==> config.mk <==
export PLATFORM = sky130hd
export DESIGN_NAME = tape_unit_ctrl
export DESIGN_NICKNAME = d
export VERILOG_FILES = /design/src/rtl/tape_unit_pkg.sv /design/src/rtl/tape_unit_ctrl.sv
export SDC_FILE = /design/constraint.sdc
export NUM_CORES = 2
export LEC_CHECK = 0
export BUFFER_PORTS_ARGS = -buffer_cell sky130_fd_sc_hd__buf_2
export CELL_PAD_IN_SITES_DETAIL_PLACEMENT = 1
export CELL_PAD_IN_SITES_GLOBAL_PLACEMENT = 1
export CORE_MARGIN = 5
export CORE_UTILIZATION = 35
export DETAILED_ROUTE_END_ITERATION = 16
export GPL_TIMING_DRIVEN = 0
export HOLD_SLACK_MARGIN = 0.02
export PLACE_DENSITY_LB_ADDON = 0.1
export SETUP_SLACK_MARGIN = 0.5
export SYNTH_ARGS = -nofsm -noshare
export SYNTH_HDL_FRONTEND = slang
export SYNTH_SLANG_ARGS = --single-unit
==> constraint.sdc <==
create_clock -name clk -period 3.3 [get_ports clk]
set_input_delay 0.495 -clock clk [delete_from_list [all_inputs] [get_ports clk]]
set_output_delay 0.495 -clock clk [all_outputs]
set_load 0.05 [all_outputs]
==> src/rtl/tape_unit_pkg.sv <==
// Constants and types shared by the tape unit control interface
package tape_unit_pkg;

  localparam int CLK_MHZ = 125;
  localparam int TRACKS = 18;

  // Times in their own units
  localparam int STANDBY_MS = 100;
  localparam int READY_MAX_MS = 500;
  localparam int READY_MS = 100;
  localparam int OFFLINE_MAX_US = 50;
  localparam int FAIL_MIN_US = 300;
  localparam int LEAD_MIN_US = 10;
  localparam int SPEED_MS = 1000;
  localparam int SPEED_TOL_PCT = 10;
  localparam int READ_PULSE_US = 38;
  localparam int SYNC_LOSS_US = 80;
  localparam int STEP_US = 400;

  // Derived cycle counts
  localparam int STANDBY_CYC_D = STANDBY_MS * 1000 * CLK_MHZ;
  localparam int READY_CYC_D = READY_MS * 1000 * CLK_MHZ;
  localparam int READY_MAX_CYC_D = READY_MAX_MS * 1000 * CLK_MHZ;
  localparam int OFFLINE_MAX_CYC = OFFLINE_MAX_US * CLK_MHZ;
  localparam int FAIL_CYC_D = FAIL_MIN_US * CLK_MHZ;
  localparam int LEAD_CYC = LEAD_MIN_US * CLK_MHZ;
  localparam int SPEED_CYC_D = SPEED_MS * 1000 * CLK_MHZ;
  localparam int READ_CYC_D = READ_PULSE_US * CLK_MHZ;
  localparam int SYNC_LOSS_CYC_D = SYNC_LOSS_US * CLK_MHZ;
  localparam int STEP_CYC_D = STEP_US * CLK_MHZ;

  // Register map, byte addresses
  localparam logic [3:0] REG_CTRL = 4'h0;
  localparam logic [3:0] REG_STATUS = 4'h4;
  localparam logic [3:0] REG_POS = 4'h8;
  localparam int CTRL_FAULT_BIT = 0;
  localparam logic CTRL_FAULT_RST = 1'h0;
  localparam int STAT_STATE_LSB = 0;
  localparam int STAT_FLAG_BIT = 4;
  localparam int STAT_NRDY_BIT = 5;
  localparam int STAT_FWD_BIT = 6;
  localparam int STAT_REV_BIT = 7;
  localparam int STAT_MARK_LSB = 8;

  typedef enum logic [2:0] {
    ST_OFF,
    ST_POWERUP,
    ST_STANDBY,
    ST_WARMUP,
    ST_ON,
    ST_FAIL_WAIT,
    ST_FAIL_HOLD
  } pwr_state_t;

  typedef struct packed {
    logic rewind_cmd;
    logic advance_cmd;
    logic read_cmd;
    logic word_write_strobe;
    logic write_enable_level;
    logic write_lockout_n;
    logic erase_override;
  } tape_cmd_t;

endpackage : tape_unit_pkg
==> src/rtl/tape_unit_ctrl.sv <==
// Tape unit control interface: power states, motion, record and replay
//
// Notes on behaviour
// - Operate enable held high moves the unit from standby to on.
// - Rewind held high moves the tape toward its start.
// - Advance held high moves the tape toward its end.
// - Read held high presents recorded words on the read tracks.
// - Each write strobe pulse records exactly one word.
// - Recording happens only while write enable level is high; erase override here writes the tape regardless of that level.
// - Grounded write lockout blocks every recording.
// - Erase override forces the heads to write continuously.
// - Write track n is recorded on tape track n.
// - Read track n carries what tape track n holds.
// - Start, middle and end marks stand while the tape sits there.
// - Speed ok rises one second after the later command or mark clear.
// - Not ready falls within 500 ms of sync and enable.
// - Supply fail flag is low in normal supply operation.
// - Flag rises at least 300 us after loss, 10 us before bad outputs.
// - Sync arrival energises the supply, flag clears after about 100 ms.
// - Enable removal returns to standby, not ready high, flag low.
// - Sync removal returns to off with the flag high.
//
// The Avalon-MM register port and the address map were left to the implementer.
`timescale 1ns/1ps
`default_nettype none

module tape_unit_ctrl
  import tape_unit_pkg::*;
#(
  parameter int TAPE_WORDS = 64,
  parameter int STANDBY_CYC = STANDBY_CYC_D,
  parameter int READY_CYC = READY_CYC_D,
  parameter int READY_MAX_CYC = READY_MAX_CYC_D,
  parameter int FAIL_CYC = FAIL_CYC_D,
  parameter int SPEED_CYC = SPEED_CYC_D,
  parameter int READ_CYC = READ_CYC_D,
  parameter int SYNC_LOSS_CYC = SYNC_LOSS_CYC_D,
  parameter int STEP_CYC = STEP_CYC_D
)(
  input wire logic clk, // 125 MHz
  input wire logic rst_n, // Async reset
  input wire logic [3:0] avs_address, // Byte address
  input wire logic avs_read, // Read request
  input wire logic avs_write, // Write request
  input wire logic [31:0] avs_writedata, // Write data
  input wire logic [3:0] avs_byteenable, // Byte lanes
  output logic [31:0] avs_readdata, // Read data
  output logic avs_waitrequest, // Stall
  input wire logic sync_pair, // Supply sync
  input wire logic sync_pair_return, // Complement of sync
  input wire logic operate_enable, // Go on
  input wire tape_cmd_t cmd_pins, // Motion and write commands
  input wire logic [TRACKS-1:0] write_track, // Word to record
  output logic [TRACKS-1:0] read_track, // Word replayed
  output logic tape_start_mark, // At start
  output logic tape_middle_mark, // At middle
  output logic tape_end_mark, // At end
  output logic speed_ok_forward, // Advancing at speed
  output logic speed_ok_reverse, // Rewinding at speed
  output logic not_ready_n, // Low when on
  output logic supply_fail_flag // Supply not good
);

  localparam int POS_W = $clog2(TAPE_WORDS);
  localparam int CMD_W = $bits(tape_cmd_t);
  localparam int PIN_W = 3 + CMD_W + TRACKS;

  generate
    if (TAPE_WORDS < 4 || STEP_CYC < 2 || READ_CYC >= STEP_CYC ||
        READY_CYC > READY_MAX_CYC || SYNC_LOSS_CYC < 2)
    begin : g_bad_params
      $error("tape_unit_ctrl: parameter set not supported");
    end
  endgenerate

  // Pin synchronisers; the first stage feeds only the second
  logic [PIN_W-1:0] pins_raw;
  logic [PIN_W-1:0] meta_q;
  logic [PIN_W-1:0] pin_q;
  logic sync_old_q;
  logic strobe_old_q;
  tape_cmd_t cmd;
  logic sync_now;
  logic sync_ret;
  logic op_en;
  logic [TRACKS-1:0] wr_data;
  logic strobe_rise;

  assign pins_raw = {sync_pair, sync_pair_return, operate_enable, cmd_pins, write_track};

  always_ff @(posedge clk or negedge rst_n)
  begin
    if (!rst_n)
    begin
      meta_q <= '0;
      pin_q <= '0;
      sync_old_q <= 1'b0;
      strobe_old_q <= 1'b0;
    end
    else
    begin
      meta_q <= pins_raw;
      pin_q <= meta_q;
      sync_old_q <= pin_q[PIN_W-1];
      strobe_old_q <= cmd.word_write_strobe;
    end
  end

  assign sync_now = pin_q[PIN_W-1];
  assign sync_ret = pin_q[PIN_W-2];
  assign op_en = pin_q[PIN_W-3];
  assign cmd = tape_cmd_t'(pin_q[TRACKS +: CMD_W]);
  assign wr_data = pin_q[TRACKS-1:0];
  assign strobe_rise = cmd.word_write_strobe && !strobe_old_q;

  // Sync watchdog: a steady pair, even if complementary, counts as lost
  logic [31:0] live_q;
  logic sync_ok;
  logic sync_toggle;

  assign sync_toggle = (sync_now != sync_old_q) && (sync_now != sync_ret);
  assign sync_ok = (live_q != 32'h0);

  always_ff @(posedge clk or negedge rst_n)
  begin
    if (!rst_n)
      live_q <= 32'h0;
    else if (sync_toggle)
      live_q <= 32'(SYNC_LOSS_CYC);
    else if (sync_ok)
      live_q <= live_q - 32'h1;
  end

  // Register bus
  logic fault_q;
  logic wait_q;
  logic [31:0] rdata_q;
  logic bus_req;
  logic bus_done;
  logic [31:0] status_w;
  logic [31:0] rdata_w;

  assign bus_req = avs_read || avs_write;
  assign bus_done = bus_req && !wait_q;

  // Software fault injection stands for an internal supply failure
  logic power_bad;
  assign power_bad = !sync_ok || fault_q;

  // Power sequencer
  pwr_state_t st_q;
  pwr_state_t st_d;
  logic [31:0] tmr_q;
  logic [31:0] tmr_d;

  always_comb
  begin
    st_d = st_q;
    tmr_d = tmr_q + 32'h1;
    unique case (st_q)
      ST_OFF:
      begin
        tmr_d = 32'h0;
        if (sync_ok && !fault_q)
          st_d = ST_POWERUP;
      end
      ST_POWERUP:
      begin
        if (power_bad)
        begin
          st_d = ST_OFF;
          tmr_d = 32'h0;
        end
        else if (tmr_q == 32'(STANDBY_CYC - 1))
        begin
          st_d = ST_STANDBY;
          tmr_d = 32'h0;
        end
      end
      ST_STANDBY:
      begin
        tmr_d = 32'h0;
        if (power_bad)
          st_d = ST_FAIL_WAIT;
        else if (op_en)
          st_d = ST_WARMUP;
      end
      ST_WARMUP:
      begin
        if (power_bad)
        begin
          st_d = ST_FAIL_WAIT;
          tmr_d = 32'h0;
        end
        else if (!op_en)
        begin
          st_d = ST_STANDBY;
          tmr_d = 32'h0;
        end
        else if (tmr_q == 32'(READY_CYC - 1))
        begin
          st_d = ST_ON;
          tmr_d = 32'h0;
        end
      end
      ST_ON:
      begin
        tmr_d = 32'h0;
        if (power_bad)
          st_d = ST_FAIL_WAIT;
        else if (!op_en)
          st_d = ST_STANDBY;
      end
      ST_FAIL_WAIT:
      begin
        // Flag held back at least the minimum delay after the loss
        if (tmr_q == 32'(FAIL_CYC - 1))
        begin
          st_d = ST_FAIL_HOLD;
          tmr_d = 32'h0;
        end
      end
      ST_FAIL_HOLD:
      begin
        // Outputs stay valid for the lead time after the flag rises
        if (tmr_q == 32'(LEAD_CYC - 1))
        begin
          st_d = ST_OFF;
          tmr_d = 32'h0;
        end
      end
    endcase
  end

  logic flag_d;
  assign flag_d = (st_d == ST_OFF) || (st_d == ST_POWERUP) || (st_d == ST_FAIL_HOLD);

  logic nrdy_q;
  logic flag_q;

  always_ff @(posedge clk or negedge rst_n)
  begin
    if (!rst_n)
    begin
      st_q <= ST_OFF;
      tmr_q <= 32'h0;
      nrdy_q <= 1'b1;
      flag_q <= 1'b1;
    end
    else
    begin
      st_q <= st_d;
      tmr_q <= tmr_d;
      nrdy_q <= (st_d != ST_ON);
      flag_q <= flag_d;
    end
  end

  // Tape motion
  logic on;
  logic powered;
  logic on_next;
  logic fwd;
  logic rev;
  logic [POS_W-1:0] pos_q;
  logic at_start;
  logic at_mid;
  logic at_end;
  logic moving;
  logic [2:0] mark_now;
  logic [2:0] mark_q;
  logic [1:0] dir_q;
  logic restart;
  logic [31:0] spd_q;
  logic [31:0] spd_d;
  logic [31:0] step_q;
  logic step_evt;
  logic fwd_ok_q;
  logic rev_ok_q;

  assign on = (st_q == ST_ON);
  assign powered = (st_q != ST_OFF);
  // Speed status drops together with leaving on, not a cycle later
  assign on_next = (st_d == ST_ON);
  assign fwd = on && cmd.advance_cmd && !cmd.rewind_cmd;
  assign rev = on && cmd.rewind_cmd && !cmd.advance_cmd;
  assign at_start = (pos_q == '0);
  assign at_mid = (pos_q == POS_W'(TAPE_WORDS / 2));
  assign at_end = (pos_q == POS_W'(TAPE_WORDS - 1));
  // Tape stops against its physical ends
  assign moving = (fwd && !at_end) || (rev && !at_start);
  assign mark_now = powered ? {at_start, at_mid, at_end} : 3'h0;
  assign restart = ({fwd, rev} != dir_q) || ((mark_q & ~mark_now) != 3'h0);
  assign spd_d = (!(fwd || rev) || restart) ? 32'h0 :
                 (spd_q == 32'(SPEED_CYC)) ? spd_q : spd_q + 32'h1;
  assign step_evt = moving && (step_q == 32'(STEP_CYC - 1));

  always_ff @(posedge clk or negedge rst_n)
  begin
    if (!rst_n)
    begin
      pos_q <= '0;
      mark_q <= 3'h0;
      dir_q <= 2'h0;
      spd_q <= 32'h0;
      step_q <= 32'h0;
      fwd_ok_q <= 1'b0;
      rev_ok_q <= 1'b0;
    end
    else
    begin
      mark_q <= mark_now;
      dir_q <= {fwd, rev};
      spd_q <= spd_d;
      fwd_ok_q <= fwd && on_next && (spd_d == 32'(SPEED_CYC));
      rev_ok_q <= rev && on_next && (spd_d == 32'(SPEED_CYC));
      step_q <= step_evt || !moving ? 32'h0 : step_q + 32'h1;
      if (step_evt)
        pos_q <= fwd ? pos_q + POS_W'(1) : pos_q - POS_W'(1);
    end
  end

  // Tape store: one word per track group per position
  logic [TRACKS-1:0] mem_q [TAPE_WORDS];
  logic rec_we;
  logic erase_we;
  logic mem_we;
  logic [TRACKS-1:0] mem_wd;

  assign rec_we = on && cmd.write_enable_level && cmd.write_lockout_n && strobe_rise;
  assign erase_we = powered && cmd.erase_override && cmd.write_lockout_n;
  assign mem_we = rec_we || erase_we;
  assign mem_wd = erase_we ? '0 : wr_data;

  always_ff @(posedge clk)
  begin
    if (mem_we)
      mem_q[pos_q] <= mem_wd;
  end

  // Replay: one pulse per position passed while reading
  logic rd_go;
  logic [TRACKS-1:0] rd_q;
  logic [31:0] rdc_q;

  assign rd_go = on && cmd.read_cmd && step_evt;

  always_ff @(posedge clk or negedge rst_n)
  begin
    if (!rst_n)
    begin
      rd_q <= '0;
      rdc_q <= 32'h0;
    end
    else if (rd_go)
    begin
      rd_q <= mem_q[pos_q];
      rdc_q <= 32'(READ_CYC);
    end
    else if (rdc_q == 32'h1 || !powered)
    begin
      rd_q <= '0;
      rdc_q <= 32'h0;
    end
    else if (rdc_q != 32'h0)
      rdc_q <= rdc_q - 32'h1;
  end

  // Bus slave: one wait cycle, then the answer
  always_comb
  begin
    status_w = 32'h0;
    status_w[STAT_STATE_LSB +: 3] = st_q;
    status_w[STAT_FLAG_BIT] = flag_q;
    status_w[STAT_NRDY_BIT] = nrdy_q;
    status_w[STAT_FWD_BIT] = fwd_ok_q;
    status_w[STAT_REV_BIT] = rev_ok_q;
    status_w[STAT_MARK_LSB +: 3] = mark_q;
  end

  assign rdata_w = (avs_address == REG_CTRL) ? {31'h0, fault_q} :
                   (avs_address == REG_STATUS) ? status_w :
                   (avs_address == REG_POS) ? 32'(pos_q) : 32'h0;

  always_ff @(posedge clk or negedge rst_n)
  begin
    if (!rst_n)
    begin
      wait_q <= 1'b1;
      rdata_q <= 32'h0;
      fault_q <= CTRL_FAULT_RST;
    end
    else
    begin
      wait_q <= !(bus_req && wait_q);
      if (bus_req && wait_q)
        rdata_q <= avs_read ? rdata_w : 32'h0;
      if (bus_done && avs_write && avs_address == REG_CTRL && avs_byteenable[0])
        fault_q <= avs_writedata[CTRL_FAULT_BIT];
    end
  end

  assign avs_readdata = rdata_q;
  assign avs_waitrequest = wait_q;
  assign read_track = rd_q;
  assign tape_start_mark = mark_q[2];
  assign tape_middle_mark = mark_q[1];
  assign tape_end_mark = mark_q[0];
  assign speed_ok_forward = fwd_ok_q;
  assign speed_ok_reverse = rev_ok_q;
  assign not_ready_n = nrdy_q;
  assign supply_fail_flag = flag_q;

  // Checks; a helper counts cycles spent in the current state
  logic [31:0] age_q;

  always_ff @(posedge clk or negedge rst_n)
  begin
    if (!rst_n)
      age_q <= 32'h0;
    else
      age_q <= (st_d != st_q) ? 32'h0 : age_q + 32'h1;
  end
endmodule : tape_unit_ctrl

`default_nettype wire

After elaboration in Yosys (flattened, before gate mapping). Memory sizes are Yosys's and may differ from the RTL's. Cells that the tools add are included.

Register bits: 288. Memory bits (writable): 1152. Memories kept: 1. Output and inout port bits: 58.

Muxes and demuxes: 39. $add $sub $neg: 7. Bitwise gates (word level): 2. Reductions and logical operators: 61. Eq/ne operators: 24.

Memory list: mem_q (depth 64, width 18, rd ports 1, clocked after Yosys merged registers in 0, write ports 1, line tape_unit_ctrl.sv:324) `logic [TRACKS-1:0] mem_q [TAPE_WORDS];`.

Operator list (number): $mux 32 (14); $pmux 32 s5 (1); $add 32x1->32 const B (3); $eq 32x16->1 const B (2); $eq 32x27->1 const B (2); $reduce_bool 32->1 (2); $sub 32x1->32 const B (2); $mux 18 (3); $mux 3 (13); $mux 11 (3); $eq 32x1->1 const B (1); $eq 32x11->1 const B (1); $eq 32x24->1 const B (1); $logic_and 1x1->1 (26); $pmux 3 s7 (1); $eq 3x3->1 const B (5); $eq 6x6->1 const B (2); $logic_not 1->1 (12); $mux 6 (2); $logic_or 1x1->1 (11); $reduce_bool 3->1 (3); $add 6x1->6 const B (1); $eq 3x1->1 const B (2); $eq 3x2->1 const B (2); other kinds (14) (18).

Longest topological paths before layout.
Depth after elaboration: 10. Mapped depth: 11. Mapped depth without buffers: 10.

Least setup slack after synthesis. Ideal clock, no wire load.

Path kind: register to register. Start: register pos_q[0]. End: memory mem_q[25][0] (enable). Cell stages (with the launch flop): 9. Arrival: 2.826 ns. Data required time: 2.907 ns. Setup time: 0.393 ns. Setup slack: 0.081 ns. Cell sequence: dfrtp_1 -> clkbuf_1 -> or3b_2 -> clkbuf_1 -> clkbuf_1 -> clkbuf_1 -> nand2b_1 -> clkbuf_1 -> nor2_1.

RTL lines: from (decl) (line tape_unit_ctrl.sv:265) `logic [POS_W-1:0] pos_q;`; from (signal assigned) (line tape_unit_ctrl.sv:319) `pos_q <= fwd ? pos_q + POS_W'(1) : pos_q - POS_W'(1);`; to (decl) (line tape_unit_ctrl.sv:324).

No word-level cell before the write port.

Worst setup path after layout.
Start: register pos_q[3]. End: register rd_q[5], in the netlist read_track[5].

Word-level cells in the longest chain between the ends: 7. Elaborated cells between the ends (all ways): 12.

RTL lines: branches (longest 7 deep; another with $mem_v2 64x18); to (signal assigned) (line tape_unit_ctrl.sv:357) `rd_q <= mem_q[pos_q];`; to (decl) (line tape_unit_ctrl.sv:343) `logic [TRACKS-1:0] rd_q;`.

Parallel ways; which one is timed is not known. A chain may end at the register's enable or synchronous reset.

==> reports/results.tsv <==
stage	metric	value	unit
finish	design area	0.0713	sq mm
timing	fin. max-slew vios	10	
floorplan	Die W	400	microns
yosys	area of the mapped netlist	0.0534	sq mm
clock_tree	clk slew on worst S/H paths	60	ps
yosys	top post-synthesis cells by count	edfxtp_1 (1152), o22ai_1 (645), nor2_1 (289)	
job	# Max-Cap Violations	1	
clock_tree	H-tree depth	4	
yosys	post-synthesis mux area share	0.0821	%
worst_setup_path	crit path cell chain	buf_6, or3_1, clkbuf_16, buf_12, clkbuf_1, o22ai_4, nor3_4, a22o_1	
worst_setup_path	worst flop-to-flop path startpoint	pos_q[3]	
yosys	asr flop ratio synth	18.8	%
worst_setup_path	CP Capture Type	flop	
yosys	compound-gate portion of the synthesized area	9.45	%
timing	Max Clock Skew	57.5	ps
timing	Period Utilization, post-route	92.3	%
yosys	Synth area leaders	edfxtp_1 (65%), dfrtp_1 (12%), o22ai_1 (7.6%), nor4_1 (2.1%), nor2_1 (2.0%)	
timing	Max transition margin	-0.106	%
global_routing	GRT Total Usage	28.5	%
status	status	complete, but fails checks	
finish	# fillers	14632	
yosys	Yosys top cell by area	edfxtp_1	
worst_setup_path	FF-to-FF path depth	8	
worst_setup_path	WP depth	8	
detailed_routing	Starting DRT DRC Count	5457	
place	Final GP Congestion	0.975	
global_routing	vias in the first global route	36728	
finish	nets	4172	
place	PortBufs	74	
floorplan	die height	400	microns
floorplan	Initial Utilization	35.2	%
floorplan	io pins	130	
detailed_routing	Vias per Instance	6.11	
yosys	xor and xnor area share after synthesis	2.53	%
detailed_routing	residual DRC count	0	
floorplan	core area	0.152	sq mm
yosys	Yosys Warn Count	0	
yosys	post-synthesis cell type count	81	
place	DP HPWL	141000	microns
timing	post-route worst setup slack	254	ps
worst_setup_path	slowest CP cell	clkbuf_1	
floorplan	die area	0.160	sq mm
clock_tree	worst skew pair latency	810	ps
worst_setup_path	Startpoint Class	flop	
worst_setup_path	worst path bufs/invs	4	
worst_setup_path	Worst EP required	4040	ps
clock_tree	Num CTS Buffers	160	
yosys	Post-Synthesis Cells	3467	
clock_tree	CTS tree	done	
yosys	main combinational cell family by area after synthesis	compound AO/OA/AOI/OAI gates	
yosys	top-count cell post-synth	edfxtp_1	
global_routing	first-pass GRT wire length	317000	microns
place	Placement Cell Area	0.0575	sq mm
power_and_ir_drop	PwrDens	562	mW/mm^2
yosys	share of the synthesized area in the top cell type	64.8	%
place	pre-CTS WS	-2710	ps
detailed_routing	via count	38167	
power_and_ir_drop	Worst VDD drop	572	uV
yosys	synthesized flop and latch total	1419	
worst_setup_path	WP data arrival	3790	ps
worst_setup_path	cell family with most CP delay	buffers and inverters	
yosys	adder-cell share of the synthesized area	0.319	%
global_routing	initial antenna violation count	25	
clock_tree	Root Buffer	clkbuf_16	
detailed_routing	final wirelength	242000	microns
worst_setup_path	WS Path Type	flop to flop	
yosys	number of flops mapped to enable cells by yosys	1152	
timing	RSZ-0062 raised after global routing	true	
timing	Max Fclk	0.328	GHz
worst_setup_path	critical path capture point	read_track[5]	
hold_path	Hold Path Class	input port to flop	
timing	Worst-Margin Slew	1500	ps
worst_setup_path	Worst R2R End	read_track[5]	
global_routing	GRT overflow	0	
finish	Layout area overhead	33.5	%
yosys	Post-synth top flop	edfxtp_1	
yosys	average size of a mapped cell	15.4	sq um
global_routing	largest net degree at the start of global routing	82	
worst_setup_path	Critical Path Start	pos_q[3]	
detailed_routing	First-pass DRT Iterations	6	
yosys	register area share after synthesis	77.4	%
clock_tree	maximum root-to-sink buffer count	3	
detailed_routing	post-route ant nets	0	
power_and_ir_drop	Static Leak	0.0247	uW
timing	shortest period the worst path allows	3050	ps
finish	layout cells sized above 1	28.2	%
floorplan	# rows	143	
worst_setup_path	worst-path fanout max	10	
worst_setup_path	register-to-register setup slack	250	ps
worst_setup_path	slowest cell delay on critical path	1080	ps
timing	Final Hold Vio Count	0	
clock_tree	Sink Count	1419	
detailed_routing	WL/cell	38.8	microns
timing	Final Setup Violations	0	
yosys	post-synthesis simple-gate area fraction	8.32	%
status	failing checks	capacitance limit, slew limit	
-- layout make-up --
class                   count  area (sq um)  share of cell area, %
well taps                2030          2540                   3.56
plain buffers             219          3210                   4.51
clock inverters            71           687                  0.964
multi-input cells        1820         14100                   19.8
clock buffers             213          4310                   6.05
repair buffers            435          4980                   6.99
diodes                      7          17.5                 0.0246
flip-flops and latches   1419         41300                   57.9
inverters                  32           120                  0.169
-- worst reg2reg max path, stage by stage, from the launching register on --
cell and delay, ps:
dfrtp_1 370, buf_6 110, or3_1 130, clkbuf_16 150, buf_12 100, clkbuf_1 1090
o22ai_4 310, nor3_4 540, a22o_1 210
-- worst min path at each step --
| stage | end | slack, ps | depth (start not counted) | from |
|---|---|---|---|---|
| after CTS | avs_readdata[0] | 120 | 4 | avs_address[3] |
| after global routing | fault_q | 150 | 3 | avs_address[0] |
| after floorplan | avs_readdata[0] | 200 | 0 | rst_n |
| final | avs_readdata[0] | 150 | 4 | avs_address[3] |
| after detailed placement | pin_q[10] | 340 | 0 | meta_q[10] |
| after global placement | pin_q[19] | 330 | 0 | meta_q[19] |
-- kinds of logic (layout without fill, tap and decap cells) --
logic type | count (synthesis) | after routing
compound gates | 774 | 774
xor+xnor | 154 | 154
fa+ha+maj | 13 | 13
buf+inv | 251 | 970
flops | 1419 | 1419
mux | 4 | 4
other cells | 1 | 28
simple gates | 851 | 854
-- power breakdown --
group	total (uW)	switching [uW]	internal [uW]
registers	20000	130	19900
clock network	17400	7600	9770
logic	2730	1930	795
total	40100	9660	30400
-- through the flow --
stage	cells	util [%]	hold WS, ps	power (uW)	setup TNS (ps)
2_1_floorplan	3487	-	199	21500	0
6_report	6246	47.0	148	40100	0
3_3_place_gp	5591	37.3	332	22600	-4839510
5_1_grt	6242	47.0	150	41200	0
4_1_cts	6112	45.4	118	40000	0
3_5_place_dp	5621	37.9	336	22600	-2067510
-- per-layer routing --
layer	GRT usage (%)	wire (microns)
met5	0	66
met4	15.1	17500
met3	7.80	26900
met2	43.0	105000
met1	37.7	92800
-- cells in the final DEF (no fill, tap or decap), types with 35 or more instances in the layout --
cell / netlist / routed
buf_12: 0 / 129
buf_2: 8 / 81
buf_4: 21 / 208
clkbuf_1: 165 / 64
clkbuf_16: 0 / 227
dfrtp_1: 264 / 263
edfxtp_1: 1152 / 1152
nand2_1: 83 / 79
nand3_1: 62 / 55
nand4_1: 35 / 35
nor2_1: 289 / 225
nor2_4: 0 / 64
nor4_1: 176 / 63
nor4_2: 4 / 47
nor4_4: 0 / 70
o22ai_1: 645 / 558
o22ai_2: 0 / 69
xnor2_1: 72 / 72
xor2_1: 82 / 82
-- timing repair --
item                                    CTS  global route
setup endpoints to repair              1954          1409
hold buffers                             32             0
setup buffers                           169           113
cloned                                    6            14
resized for setup                       766           236
pin swaps                               126            99
endpoints found under the hold margin    86             0
-- sequential cells by signal, summed over array words and instances, names as in the netlist, 2 cells and up --
name	flops
spd_q	32
rdc_q	32
pos_q	6
live_q	32
step_q	32
meta_q	28
read_track	18
avs_readdata	11
dir_q	2
st_q	3
tmr_q	32
pin_q	28
mark_q	3
mem_q	1152
Power figures use the tool's default switching activity.
